==> src/fpa_pkg.sv <==
package fpa_pkg;
  localparam int unsigned CLK_HZ      = 100_000_000;
  localparam int unsigned CLK_NS      = 10;
  localparam int unsigned LONG_MS     = 2000;
  localparam int unsigned DEBOUNCE_MS = 20;
  localparam int unsigned FLASH_MS    = 250;
  localparam int unsigned LONG_CYC     = (LONG_MS * 1_000_000) / CLK_NS;
  localparam int unsigned DEBOUNCE_CYC = (DEBOUNCE_MS * 1_000_000 + CLK_NS - 1) / CLK_NS;
  localparam int unsigned FLASH_CYC    = (FLASH_MS * 1_000_000) / CLK_NS;

  localparam logic [31:0] ADDR_CTRL   = 32'h0000_0000;
  localparam logic [31:0] ADDR_STATUS = 32'h0000_0004;
  localparam logic [31:0] ADDR_IRQ    = 32'h0000_0008;
  localparam logic [31:0] ADDR_MASK   = 32'h0000_000C;
  localparam logic [31:0] ADDR_MANOP  = 32'h0000_0010;
  localparam logic [31:0] CTRL_RST    = 32'h0000_0000;
  localparam logic [31:0] MASK_RST    = 32'h0000_0000;

  // Control register fields
  localparam int unsigned C_DUAL     = 0;
  localparam int unsigned C_AMKEY_DIS = 1;
  localparam int unsigned C_RHKEY_DIS = 2;
  localparam int unsigned C_OP1_SOFT = 3;
  localparam int unsigned C_OP2_SOFT = 4;
  localparam int unsigned C_SEL_LP2  = 5;
  localparam int unsigned C_VIEW_LSB = 6;
  // Interrupt event bits
  localparam int unsigned I_ALARM    = 0;
  localparam int unsigned I_AMKEY    = 1;
  localparam int unsigned I_RUN      = 2;
  localparam int unsigned I_HOLD     = 3;
  localparam int unsigned I_RESET    = 4;
  localparam int unsigned I_PAGE     = 5;
  localparam int unsigned IRQ_W      = 6;

  typedef enum logic [1:0] {VIEW_DUAL, VIEW_LP1, VIEW_LP2, VIEW_OTHER} fpa_view_t;
  typedef enum {PG_IDLE, PG_RUN, PG_HELD, PG_END} fpa_profile_page_key_t;
endpackage : fpa_pkg

==> src/fpa_front_panel.sv <==
`timescale 1ns/10ps
`default_nettype none
module fpa_front_panel
  import fpa_pkg::*;
#(
  parameter int unsigned LONG_CYCLES     = LONG_CYC,
  parameter int unsigned DEBOUNCE_CYCLES = DEBOUNCE_CYC,
  parameter int unsigned FLASH_CYCLES    = FLASH_CYC,
  parameter int unsigned PW              = 16
)(
  input  wire logic          aclk,
  input  wire logic          aresetn,
  input  wire logic [31:0]   s_axi_awaddr,
  input  wire logic          s_axi_awvalid,
  output logic               s_axi_awready,
  input  wire logic [31:0]   s_axi_wdata,
  input  wire logic [3:0]    s_axi_wstrb,
  input  wire logic          s_axi_wvalid,
  output logic               s_axi_wready,
  output logic [1:0]         s_axi_bresp,
  output logic               s_axi_bvalid,
  input  wire logic          s_axi_bready,
  input  wire logic [31:0]   s_axi_araddr,
  input  wire logic          s_axi_arvalid,
  output logic               s_axi_arready,
  output logic [31:0]        s_axi_rdata,
  output logic [1:0]         s_axi_rresp,
  output logic               s_axi_rvalid,
  input  wire logic          s_axi_rready,
  input  wire logic          loop_mode_key,
  input  wire logic          profile_start_pause_key,
  input  wire logic          profile_page_key,
  input  wire logic          ack_key,
  input  wire logic [1:0]    lp1_chan_out,
  input  wire logic [1:0]    lp2_chan_out,
  input  wire logic [1:0]    soft_src,
  input  wire logic          remote_sp_active,
  input  wire logic          alt_sp_active,
  input  wire logic          alarm_cond,
  input  wire logic          alarm_new,
  input  wire logic          profile_page_key_end,
  input  wire logic [2:0]    comms_active,
  input  wire logic [1:0]    mode_restore,
  input  wire logic          mode_restore_valid,
  input  wire logic [PW-1:0] lp1_algo_out,
  input  wire logic [PW-1:0] lp2_algo_out,
  output logic               output_one_lamp,
  output logic               output_two_lamp,
  output logic               open_loop_lamp,
  output logic               external_sp_lamp,
  output logic               alt_sp_lamp,
  output logic               alarm_lamp,
  output logic               alarm_msg,
  output logic               profile_active_lamp,
  output logic               profile_held_lamp,
  output logic               first_comms_lamp,
  output logic               second_comms_lamp,
  output logic               infrared_comms_lamp,
  output logic               profile_page_key_page_shown,
  output logic [1:0]         mode_store,
  output logic               mode_store_we,
  output logic [PW-1:0]      lp1_power,
  output logic [PW-1:0]      lp2_power,
  output logic               irq
);
  localparam int unsigned NK = 4;

  logic [31:0]     ctrl_ff;
  logic [IRQ_W-1:0] irq_ff;
  logic [IRQ_W-1:0] mask_ff;
  logic [PW-1:0]   man1_ff;
  logic [PW-1:0]   man2_ff;
  logic [1:0]      manual_ff;
  fpa_profile_page_key_t       profile_page_key_ff;
  logic            alarm_unack_ff;
  logic            flash_ff;
  logic [31:0]     flash_cnt_ff;
  logic [NK-1:0]   key_db_ff;
  logic [NK-1:0]   key_press;
  logic [31:0]     db_cnt_ff [NK];
  logic [31:0]     long_cnt_ff;
  logic            long_done_ff;
  logic            rh_release;
  logic            aw_got_ff;
  logic            w_got_ff;
  logic [31:0]     awaddr_ff;
  logic [31:0]     wdata_ff;
  logic [3:0]      wstrb_ff;
  logic [1:0]      last_mode_ff;
  logic            loaded_ff;
  logic [NK-1:0]   keys;
  fpa_view_t       view;
  logic [IRQ_W-1:0] ev;
  logic            rd_irq;
  logic            wr_go;

  function automatic logic [31:0] merge(input logic [31:0] old, input logic [31:0] nw, input logic [3:0] st);
    logic [31:0] r;
    r = old;
    for (int i = 0; i < 4; i++)
      if (st[i])
        r[i*8 +: 8] = nw[i*8 +: 8];
    return r;
  endfunction : merge

  assign keys = {ack_key, profile_page_key, profile_start_pause_key, loop_mode_key};
  assign view = fpa_view_t'(ctrl_ff[C_VIEW_LSB +: 2]);

  // Debounce: key must hold a new level for the whole window
  always_ff @(posedge aclk)
  begin
    for (int k = 0; k < NK; k++)
    begin
      if (!aresetn)
      begin
        key_db_ff[k] <= 1'b0;
        db_cnt_ff[k] <= 32'h0000_0000;
      end
      else if (keys[k] == key_db_ff[k])
        db_cnt_ff[k] <= 32'h0000_0000;
      else if (db_cnt_ff[k] >= DEBOUNCE_CYCLES - 1)
      begin
        key_db_ff[k] <= keys[k];
        db_cnt_ff[k] <= 32'h0000_0000;
      end
      else
        db_cnt_ff[k] <= db_cnt_ff[k] + 32'h0000_0001;
    end
  end

  always_comb
  begin
    for (int k = 0; k < NK; k++)
      key_press[k] = (keys[k] != key_db_ff[k]) && (db_cnt_ff[k] >= DEBOUNCE_CYCLES - 1) && keys[k];
  end
  assign rh_release = (keys[1] != key_db_ff[1]) && (db_cnt_ff[1] >= DEBOUNCE_CYCLES - 1) && !keys[1];

  // Long press timed from the debounced press edge
  always_ff @(posedge aclk)
  begin
    if (!aresetn || !key_db_ff[1])
    begin
      long_cnt_ff  <= 32'h0000_0000;
      long_done_ff <= 1'b0;
    end
    else if (!long_done_ff && long_cnt_ff >= LONG_CYCLES - 1)
      long_done_ff <= 1'b1;
    else if (!long_done_ff)
      long_cnt_ff <= long_cnt_ff + 32'h0000_0001;
  end

  // Programmer: short press acts on release so a long hold never starts it
  always_ff @(posedge aclk)
  begin
    if (!aresetn)
      profile_page_key_ff <= PG_IDLE;
    else if (long_cnt_ff >= LONG_CYCLES - 1 && !long_done_ff && key_db_ff[1] && !ctrl_ff[C_RHKEY_DIS])
      profile_page_key_ff <= PG_IDLE;
    else if (rh_release && !long_done_ff && !ctrl_ff[C_RHKEY_DIS])
    begin
      unique case (profile_page_key_ff)
        PG_IDLE: profile_page_key_ff <= PG_RUN;
        PG_RUN:  profile_page_key_ff <= PG_HELD;
        PG_HELD: profile_page_key_ff <= PG_RUN;
        PG_END:  profile_page_key_ff <= PG_END;
      endcase
    end
    else if (profile_page_key_ff == PG_RUN && profile_page_key_end)
      profile_page_key_ff <= PG_END;
  end

  // Auto/manual with persistent store and restore at power-up
  always_ff @(posedge aclk)
  begin
    if (!aresetn)
    begin
      manual_ff <= 2'b00;
      loaded_ff <= 1'b0;
    end
    else if (!loaded_ff && mode_restore_valid)
    begin
      manual_ff <= mode_restore;
      loaded_ff <= 1'b1;
    end
    else if (key_press[0] && !ctrl_ff[C_AMKEY_DIS])
    begin
      if (ctrl_ff[C_DUAL] && (view == VIEW_LP2 || ctrl_ff[C_SEL_LP2]))
        manual_ff[1] <= !manual_ff[1];
      else
        manual_ff[0] <= !manual_ff[0];
    end
  end

  always_ff @(posedge aclk)
  begin
    if (!aresetn)
    begin
      last_mode_ff  <= 2'b00;
      mode_store    <= 2'b00;
      mode_store_we <= 1'b0;
    end
    else
    begin
      last_mode_ff  <= manual_ff;
      mode_store    <= manual_ff;
      mode_store_we <= (manual_ff != last_mode_ff);
    end
  end

  // Manual value captured from the live output on entry: bumpless
  always_ff @(posedge aclk)
  begin
    if (!aresetn)
    begin
      man1_ff <= '0;
      man2_ff <= '0;
    end
    else
    begin
      if (manual_ff[0] && !last_mode_ff[0])
        man1_ff <= lp1_power;
      else if (wr_go && awaddr_ff == ADDR_MANOP && wstrb_ff[0])
        man1_ff <= wdata_ff[PW-1:0];
      if (manual_ff[1] && !last_mode_ff[1])
        man2_ff <= lp2_power;
      else if (wr_go && awaddr_ff == ADDR_MANOP && wstrb_ff[2])
        man2_ff <= wdata_ff[PW +: PW];
    end
  end

  always_ff @(posedge aclk)
  begin
    if (!aresetn)
    begin
      lp1_power <= '0;
      lp2_power <= '0;
    end
    else
    begin
      // Entry cycle keeps the last level; the captured value is not ready yet
      if (!manual_ff[0])
        lp1_power <= lp1_algo_out;
      else if (last_mode_ff[0])
        lp1_power <= man1_ff;
      if (!manual_ff[1])
        lp2_power <= lp2_algo_out;
      else if (last_mode_ff[1])
        lp2_power <= man2_ff;
    end
  end

  // Alarm acknowledge
  always_ff @(posedge aclk)
  begin
    if (!aresetn)
      alarm_unack_ff <= 1'b0;
    else if (alarm_new)
      alarm_unack_ff <= 1'b1;
    else if (key_press[3])
      alarm_unack_ff <= 1'b0;
  end

  always_ff @(posedge aclk)
  begin
    if (!aresetn)
    begin
      flash_cnt_ff <= 32'h0000_0000;
      flash_ff     <= 1'b0;
    end
    else if (flash_cnt_ff >= FLASH_CYCLES - 1)
    begin
      flash_cnt_ff <= 32'h0000_0000;
      flash_ff     <= !flash_ff;
    end
    else
      flash_cnt_ff <= flash_cnt_ff + 32'h0000_0001;
  end

  always_ff @(posedge aclk)
  begin
    if (!aresetn)
      profile_page_key_page_shown <= 1'b0;
    else if (key_press[2])
      profile_page_key_page_shown <= 1'b1;
    else if (key_press[0])
      profile_page_key_page_shown <= 1'b0;
  end

  // Lamps
  always_ff @(posedge aclk)
  begin
    if (!aresetn)
    begin
      output_one_lamp     <= 1'b0;
      output_two_lamp     <= 1'b0;
      open_loop_lamp      <= 1'b0;
      external_sp_lamp    <= 1'b0;
      alt_sp_lamp         <= 1'b0;
      alarm_lamp          <= 1'b0;
      alarm_msg           <= 1'b0;
      profile_active_lamp <= 1'b0;
      profile_held_lamp   <= 1'b0;
      first_comms_lamp    <= 1'b0;
      second_comms_lamp   <= 1'b0;
      infrared_comms_lamp <= 1'b0;
    end
    else
    begin
      if (ctrl_ff[C_DUAL] && view == VIEW_LP2)
      begin
        output_one_lamp <= lp2_chan_out[0];
        output_two_lamp <= lp2_chan_out[1];
      end
      else
      begin
        output_one_lamp <= lp1_chan_out[0];
        output_two_lamp <= lp1_chan_out[1];
      end
      if (ctrl_ff[C_OP1_SOFT])
        output_one_lamp <= soft_src[0];
      if (ctrl_ff[C_OP2_SOFT])
        output_two_lamp <= soft_src[1];
      if (ctrl_ff[C_DUAL] && view == VIEW_LP2)
        open_loop_lamp <= manual_ff[1];
      else
        open_loop_lamp <= manual_ff[0];
      external_sp_lamp    <= remote_sp_active;
      alt_sp_lamp         <= alt_sp_active;
      alarm_lamp          <= alarm_unack_ff ? flash_ff : alarm_cond;
      alarm_msg           <= alarm_unack_ff;
      profile_active_lamp <= (profile_page_key_ff == PG_RUN) || (profile_page_key_ff == PG_END && flash_ff);
      profile_held_lamp   <= (profile_page_key_ff == PG_HELD);
      first_comms_lamp    <= comms_active[0] && flash_ff;
      second_comms_lamp   <= comms_active[1] && flash_ff;
      infrared_comms_lamp <= comms_active[2] && flash_ff;
    end
  end

  // Interrupt events; set wins over read-clear
  assign ev[I_ALARM] = alarm_new;
  assign ev[I_AMKEY] = key_press[0] && !ctrl_ff[C_AMKEY_DIS];
  assign ev[I_RUN]   = profile_page_key_ff == PG_RUN && profile_page_key_end;
  assign ev[I_HOLD]  = rh_release && !long_done_ff && !ctrl_ff[C_RHKEY_DIS];
  assign ev[I_RESET] = long_cnt_ff >= LONG_CYCLES - 1 && !long_done_ff && key_db_ff[1] && !ctrl_ff[C_RHKEY_DIS];
  assign ev[I_PAGE]  = key_press[2];
  assign rd_irq = s_axi_arvalid && s_axi_arready && s_axi_araddr == ADDR_IRQ;

  always_ff @(posedge aclk)
  begin
    if (!aresetn)
      irq_ff <= '0;
    else
      irq_ff <= (rd_irq ? '0 : irq_ff) | ev;
  end

  always_ff @(posedge aclk)
  begin
    if (!aresetn)
      irq <= 1'b0;
    else
      irq <= |(irq_ff & mask_ff);
  end

  // AXI4-Lite write: address and data in either order
  assign wr_go = aw_got_ff && w_got_ff && !s_axi_bvalid;

  always_ff @(posedge aclk)
  begin
    if (!aresetn)
    begin
      aw_got_ff     <= 1'b0;
      w_got_ff      <= 1'b0;
      awaddr_ff     <= 32'h0000_0000;
      wdata_ff      <= 32'h0000_0000;
      wstrb_ff      <= 4'h0;
      s_axi_awready <= 1'b0;
      s_axi_wready  <= 1'b0;
      s_axi_bvalid  <= 1'b0;
      s_axi_bresp   <= 2'b00;
    end
    else
    begin
      s_axi_awready <= !aw_got_ff && !s_axi_awready && s_axi_awvalid;
      s_axi_wready  <= !w_got_ff && !s_axi_wready && s_axi_wvalid;
      if (s_axi_awvalid && s_axi_awready)
      begin
        aw_got_ff <= 1'b1;
        awaddr_ff <= s_axi_awaddr;
      end
      if (s_axi_wvalid && s_axi_wready)
      begin
        w_got_ff <= 1'b1;
        wdata_ff <= s_axi_wdata;
        wstrb_ff <= s_axi_wstrb;
      end
      if (wr_go)
      begin
        s_axi_bvalid <= 1'b1;
        s_axi_bresp  <= (awaddr_ff == ADDR_CTRL || awaddr_ff == ADDR_MASK || awaddr_ff == ADDR_MANOP ||
                         awaddr_ff == ADDR_STATUS || awaddr_ff == ADDR_IRQ) ? 2'b00 : 2'b10;
      end
      else if (s_axi_bvalid && s_axi_bready)
      begin
        s_axi_bvalid <= 1'b0;
        aw_got_ff    <= 1'b0;
        w_got_ff     <= 1'b0;
      end
    end
  end

  always_ff @(posedge aclk)
  begin
    if (!aresetn)
    begin
      ctrl_ff <= CTRL_RST;
      mask_ff <= MASK_RST[IRQ_W-1:0];
    end
    else if (wr_go && awaddr_ff == ADDR_CTRL)
      ctrl_ff <= merge(ctrl_ff, wdata_ff, wstrb_ff);
    else if (wr_go && awaddr_ff == ADDR_MASK && wstrb_ff[0])
      mask_ff <= wdata_ff[IRQ_W-1:0];
  end

  // AXI4-Lite read, one cycle from address to data
  always_ff @(posedge aclk)
  begin
    if (!aresetn)
    begin
      s_axi_arready <= 1'b0;
      s_axi_rvalid  <= 1'b0;
      s_axi_rdata   <= 32'h0000_0000;
      s_axi_rresp   <= 2'b00;
    end
    else
    begin
      s_axi_arready <= !s_axi_arready && !s_axi_rvalid && s_axi_arvalid;
      if (s_axi_arvalid && s_axi_arready)
      begin
        s_axi_rvalid <= 1'b1;
        s_axi_rresp  <= 2'b00;
        unique case (s_axi_araddr)
          ADDR_CTRL:   s_axi_rdata <= ctrl_ff;
          ADDR_STATUS: s_axi_rdata <= {24'h00_0000, 1'b0, alarm_unack_ff, manual_ff, 2'(profile_page_key_ff), 1'b0, loaded_ff};
          ADDR_IRQ:    s_axi_rdata <= {{(32-IRQ_W){1'b0}}, irq_ff};
          ADDR_MASK:   s_axi_rdata <= {{(32-IRQ_W){1'b0}}, mask_ff};
          ADDR_MANOP:  s_axi_rdata <= {man2_ff, man1_ff};
          default:
          begin
            s_axi_rdata <= 32'h0000_0000;
            s_axi_rresp <= 2'b10;
          end
        endcase
      end
      else if (s_axi_rvalid && s_axi_rready)
        s_axi_rvalid <= 1'b0;
    end
  end
endmodule : fpa_front_panel
`default_nettype wire

==> config.mk <==
export PLATFORM = sky130hd
export DESIGN_NAME = fpa_front_panel
export DESIGN_NICKNAME = d
export VERILOG_FILES = /design/src/fpa_pkg.sv /design/src/fpa_front_panel.sv
export SDC_FILE = /design/constraint.sdc
export NUM_CORES = 1
export LEC_CHECK = 0
export BUFFER_PORTS_ARGS = -buffer_cell sky130_fd_sc_hd__buf_2
export CAP_MARGIN = 40
export CORE_ASPECT_RATIO = 0.5
export CORE_MARGIN = 2
export CORE_UTILIZATION = 57
export CTS_CLUSTER_SIZE = 10
export DETAILED_ROUTE_END_ITERATION = 12
export PLACE_DENSITY = 0.81
export SYNTH_ARGS = -nofsm -noshare
export SYNTH_HDL_FRONTEND = slang
export SYNTH_SLANG_ARGS = --single-unit
==> constraint.sdc <==
create_clock -name aclk -period 2.6 [get_ports aclk]
set_input_delay 0.13 -clock aclk [delete_from_list [all_inputs] [get_ports aclk]]
set_output_delay 0.13 -clock aclk [all_outputs]
set_load 0.02 [all_outputs]
==> results of run 1 <==
[sequential cells by signal, indices dropped and copies added (netlist names), 32 cells and up]
register and count:
awaddr_ff 32, ctrl_ff 32, db_cnt_ff 128, flash_cnt_ff 32, long_cnt_ff 32, s_axi_rdata 32
wdata_ff 32
[metal layers]
metal  GRT usage [%]  routed length (um)
met1            33.3               18900
met2            50.0               23000
met3            5.40                3190
met4            15.4                2300
met5               0                   0
[layout by cell type, fill, tap and decap left out, drive strengths merged, types with 6 or more instances in the layout]
cell type    count
and2            18
clkbuf          74
o21ai           48
xnor2           62
nand2b           7
mux2i           94
xor2            63
nor4            27
nand2          316
inv             21
a22oi            8
nand3           71
dlygate4sd3    126
nor2           256
and4             6
buf            282
a21oi          200
nand4           22
edfxtp         128
and3            32
dfxtp          310
ha               8
a31oi           24
conb           181
nor3            36
[what timing repair did]
item | CTS | global route
gates resized for setup | 0 | 2
endpoints found under the setup margin | 0 | 1
buffers inserted | 0 | 1
hold endpoints to repair | 127 | 0
hold buffers | 126 | 0
[power by group]
group	internal, mW	switching (mW)
clock network	3.55	2.64
registers	7.31	0.200
logic	0.499	0.656
total	11.4	3.50
[final cells by class]
| cell class | instances | area, um2 | share of cell area, % |
|---|---|---|---|
| Antenna cell | 2 | 5.00 | 0.0217 |
| Timing Repair Buffer | 408 | 2790 | 12.1 |
| Tap cell | 423 | 529 | 2.30 |
| Clock inverter | 2 | 36.3 | 0.158 |
| Clock buffer | 74 | 1350 | 5.87 |
| Sequential cell | 438 | 10000 | 43.6 |
| Inverter | 20 | 77.6 | 0.337 |
| Multi-Input combinational cell | 1537 | 8190 | 35.6 |
[final timing paths]
check	to	slack [ns]	depth (start not counted)
worst max register to register	manual_ff[0]	0.18	8
worst min register to register	ctrl_ff[15]	0.45	2
worst min-delay path	s_axi_rdata[6]	0.08	4
worst max-delay path	manual_ff[0]	0.18	8
[logic make-up after synthesis]
logic type,count (synthesis)
mux,94
flops,438
compound gates,308
fa+ha+maj,8
simple gates,821
other cells,2
xor+xnor,125
buf+inv,112
[metrics by stage]
step / std cells / utilization, %
floorplan: 2087 / -
global placement: 2698 / 66.3
detailed placement: 2699 / 66.4
CTS: 2901 / 75.0
global route: 2904 / 75.1
finish: 2904 / 75.1
[worst register-to-register path: cells and delay by family, from the launching register on]
kind	cells	cell delay, ns
xor+xnor	1	0.16
flops	1	0.37
fa+ha+maj	1	0.23
compound gates	4	0.80
simple gates	2	0.78
==> results.ini, run 1 <==
[run_status]
run_status = completed

[logic_synthesis]
async_flop_share_pct = 0
synth_common_cells = nand2_1, dfxtp_1, nor2_1
yosysMostFrequentCell = nand2_1
synth-warning-count = 0
synth_edf_count = 128
syn_area_mm2 = 0.0180
synth_top_family_by_area = simple AND/OR/NAND/NOR gates
synth.avg_cell_area_um2 = 9.44
synth_xor_area_share_pct = 6.08
ys_ff_latch = 438
synthAdderAreaFrac_pct = 0.556
synthFlopType = dfxtp_1
ys_types = 60
synth_largest_area_cell = dfxtp_1
netlist.area_leader.share_pct = 34.5
ys_seq_area_share_pct = 55.8
synth_compound_area_share_pct = 9.43
synthTopCellsByArea = dfxtp_1, edfxtp_1, nand2_1, a21oi_1, nor2_1
synthCells = 1908
synthMuxAreaShare_pct = 5.22
synthSimpleGateAreaFrac_pct = 20.4

[worst_hold_path]
min-delay-start = s_axi_araddr[3]
hp-class = input port to register

[cells_and_area]
nFillCells = 2061
final_area_mm2 = 0.0230
nets = 2622
drive_gt1_share_pct = 14.2
area_growth_pct = 27.9

[place]
gp_congestion = 0.872
preCtsSetupSlack_ns = 0.205
dp_hpwl_um = 29500
port_buffers = 247
place_area_mm2 = 0.0204

[global_route]
grt_antenna_before_repair = 2
grt_remaining_overflow = 0
grt_max_degree = 49
track_usage_pct = 28.3
grt_pass1_wl_um = 76300
first_global_vias = 15708

[setup_path]
cp_max_fo = 6
path_cells = ha_2, nand4_1, o211ai_1, a31oi_1, o2111a_2, or4b_2, xor2_1, a21oi_1
worstSetupStartpoint = db_cnt_ff[0][1]
cpPeakStageDelay_ns = 0.65
start_kind = register
path_delay_family = compound AO/OA/AOI/OAI gates
worstSetupEndpointType = register
crit_buf_inv = 0
required_ns = 3.08
crit-reg2reg-launch = db_cnt_ff[0][1]
cp.arrival_ns = 2.90
crit_slowest_cell = or4b_2
worst-setup-path-type = register to register

[sta]
finalCritPeriodShare_pct = 93.1
rsz0062_at_grt = false
layout_setup_ws_ns = 0.179
setup_tns_ns = 0
fin_worst_skew_ns = 0.0228
timing.slew.headroom_pct = 47.8
tightest_slew_ns = 0.782
max_clock_freq_mhz = 413
finalCriticalPeriod_ns = 2.42
hold_viol_final = 0
maxSlewViolCount = 0
setup_viol = 0
whs_ns = 0.0783

[power_and_ir_drop]
finalPower_mw = 14.9
leakagePower_nw = 8.91
vdd_drop_max_v = 0.000506
power.density_mw_per_mm2 = 645

[run]
max_cap_viol_count = 0

[clock_tree]
clkTransAtPathRegs_ns = 0.06
cts_root_buf = clkbuf_16
cts_buffers = 49
htree_levels = 2
clock_path_buffers = 3
cts_tree = built
clk_latency_ns = 0.57
cts.sinks = 438

[detailed_routing]
routed_wl_um = 47400
vias_per_cell = 5.39
drtIter0Drc = 1323
ant_nets = 0
post_drt_wl_per_cell_um = 16.3
detail_route.first_pass.iterations = 5
drc = 0
num_vias = 15643

[floorplanning]
dieArea_mm2 = 0.0331
start_util_pct = 58.7
die_h_um = 130
num_rows = 45
fp.coreArea_mm2 = 0.0307
die_w_um = 255
ios = 250

(Power assumes the default switching activity.)
==> run 2: changes to the inputs <==
- CORE_ASPECT_RATIO: 0.5 -> not set
==> results.ini, run 2 (same netlist as run 1, synthesis figures left out) <==
[run_status]
run_status = completed

[global_route]
grt_antenna_before_repair = 3  ; +1
track_usage_pct = 29.1  ; +0.78 points
grt_max_degree = 56  ; +14%
grt_remaining_overflow = 0  ; unchanged
grt_pass1_wl_um = 77900  ; +2.0%
first_global_vias = 16014  ; +1.9%

[setup_path]
required_ns = 3.09  ; about the same
worstSetupStartpoint = db_cnt_ff[0][0]
cp_max_fo = 6  ; unchanged
worstSetupEndpointType = register
cp.arrival_ns = 2.96  ; +0.06 ns
reg2reg_to = manual_ff[0]
start_kind = register
crit-reg2reg-launch = db_cnt_ff[0][0]
rrSetupSlack_ns = 0.13  ; -0.05 ns
reg2reg_depth = 8  ; unchanged
worst-setup-path-type = register to register

[sta]
hold_viol_final = 0  ; unchanged
max_clock_freq_mhz = 405  ; -2.0%
fin_worst_skew_ns = 0.0224  ; -0.000435 ns
setup_viol = 0  ; unchanged
layout_setup_ws_ns = 0.131  ; -0.0485 ns
finalCriticalPeriod_ns = 2.47  ; +0.0485 ns
finalCritPeriodShare_pct = 95.0  ; +1.9 points
maxSlewViolCount = 0  ; unchanged
tightest_slew_ns = 0.664  ; -0.118 ns
setup_tns_ns = 0  ; unchanged
rsz0062_at_grt = false
timing.slew.headroom_pct = 55.6  ; +7.9 points
whs_ns = 0.0581  ; -0.0202 ns

[worst_hold_path]
min-delay-start = lp2_chan_out[1]
hp-class = input port to register
min_to = output_two_lamp
worstHoldPathCells = 5  ; +1

[place]
gp_congestion = 0.863  ; -1.0%
port_buffers = 247  ; unchanged
dp_hpwl_um = 30500  ; +3.2%
preCtsSetupSlack_ns = 0.192  ; -0.0124 ns

[power_and_ir_drop]
vdd_drop_max_v = 0.000575  ; +14%
power.density_mw_per_mm2 = 647  ; +0.27%
leakagePower_nw = 8.94  ; +0.25%
finalPower_mw = 14.9  ; +0.30%

[clock_tree]
cts_resized = 0  ; unchanged
clock_path_buffers = 3  ; unchanged
cts_buffers = 50  ; +2.0%
cts_root_buf = clkbuf_16
clk_latency_ns = 0.58  ; about the same
clkTransAtPathRegs_ns = 0.06  ; about the same
htree_levels = 2  ; unchanged
cts_tree = built
cts.sinks = 438  ; unchanged

[detailed_routing]
drtIter0Drc = 1241  ; -6.2%
vias_per_cell = 5.51  ; +2.3%
drc = 0  ; unchanged
ant_nets = 0  ; unchanged
num_vias = 15914  ; +1.7%
detail_route.first_pass.iterations = 6  ; +1
post_drt_wl_per_cell_um = 16.7  ; +2.3%
routed_wl_um = 48200  ; +1.8%

[floorplanning]
ios = 250  ; unchanged
num_rows = 65  ; +44%
fp.coreArea_mm2 = 0.0313  ; +2.0%
die_h_um = 182  ; +40%
start_util_pct = 57.5  ; -1.2 points
dieArea_mm2 = 0.0330  ; -0.26%
die_w_um = 182  ; -29%

[cells_and_area]
largest_register = db_cnt_ff
largest_reg_flops = 128  ; unchanged
multi_input_area_mm2 = 0.00819  ; about the same
final_common_cell = nand2_1
area_growth_pct = 27.9  ; about the same
nets = 2625  ; +0.11%
final_cell_mix = nand2_1, dfxtp_1, nor2_1, buf_2, a21oi_1
fin_util_pct = 73.6  ; -1.5 points
nFillCells = 2152  ; +4.4%
drive_gt1_share_pct = 14.3  ; +0.023 points
seq_area_mm2 = 0.0100  ; unchanged

[run]
max_cap_viol_count = 0  ; unchanged

==> run 2: cell type report <==
class / count / share of cell area [%]
multi-input combinational: 1537 / 35.5
timing repair buffer: 410 / 12.2
clock inverter: 4 / 0.293
inverter: 20 / 0.337
sequential: 438 / 43.6
tap: 402 / 2.18
antenna: 4 / 0.0434
clock buffer: 73 / 5.81
==> run 2: stage by stage <==
step	instance area, um2	instances
after floorplan	18700	2087
after global placement	20300	2680
after detailed placement	20400	2681
after CTS	23000	2884
after global routing	23000	2887
final	23000	2888
==> run 2: what timing repair did <==
action                                 in CTS  in global routing
hold buffers                              126                  0
endpoints found under the hold margin     128                  0
buffers inserted                            0                  0
==> run 2: where the power goes <==
| part | total (mW) | leakage (nW) | internal [mW] | switching [mW] |
|---|---|---|---|---|
| combinational | 1.17 | 4.44 | 0.503 | 0.664 |
| sequential | 7.52 | 3.82 | 7.32 | 0.205 |
| clock | 6.22 | 0.674 | 3.54 | 2.68 |
==> run 2: worst max-delay path by stage <==
stage                         endpoint  slack, ns  cells past startpoint
after floorplan           manual_ff[0]       0.36                      8
after global placement    manual_ff[0]       0.24                      8
after detailed placement  manual_ff[0]       0.19                      8
after CTS                 manual_ff[0]       0.14                      8
after global routing      manual_ff[0]       0.02                      8
final                     manual_ff[0]       0.13                      8
==> run 2: worst max-delay path: stages, from the launching register on <==
cell and delay [ns]:
edfxtp_1 0.39, ha_1 0.26, nand4_1 0.14, o211ai_1 0.22, a31oi_1 0.12, o2111a_1 0.31, or4b_2 0.67, xor2_1 0.16
a21oi_1 0.13
==> run 2: per-layer routing <==
metal,part of all wire [%],global-route usage (%),vias up
li1,-,-,7518
met2,49,51.0,783
met3,8.0,5.35,192
met1,38,34.1,7421
met4,5.0,15.0,0
met5,0,0,-
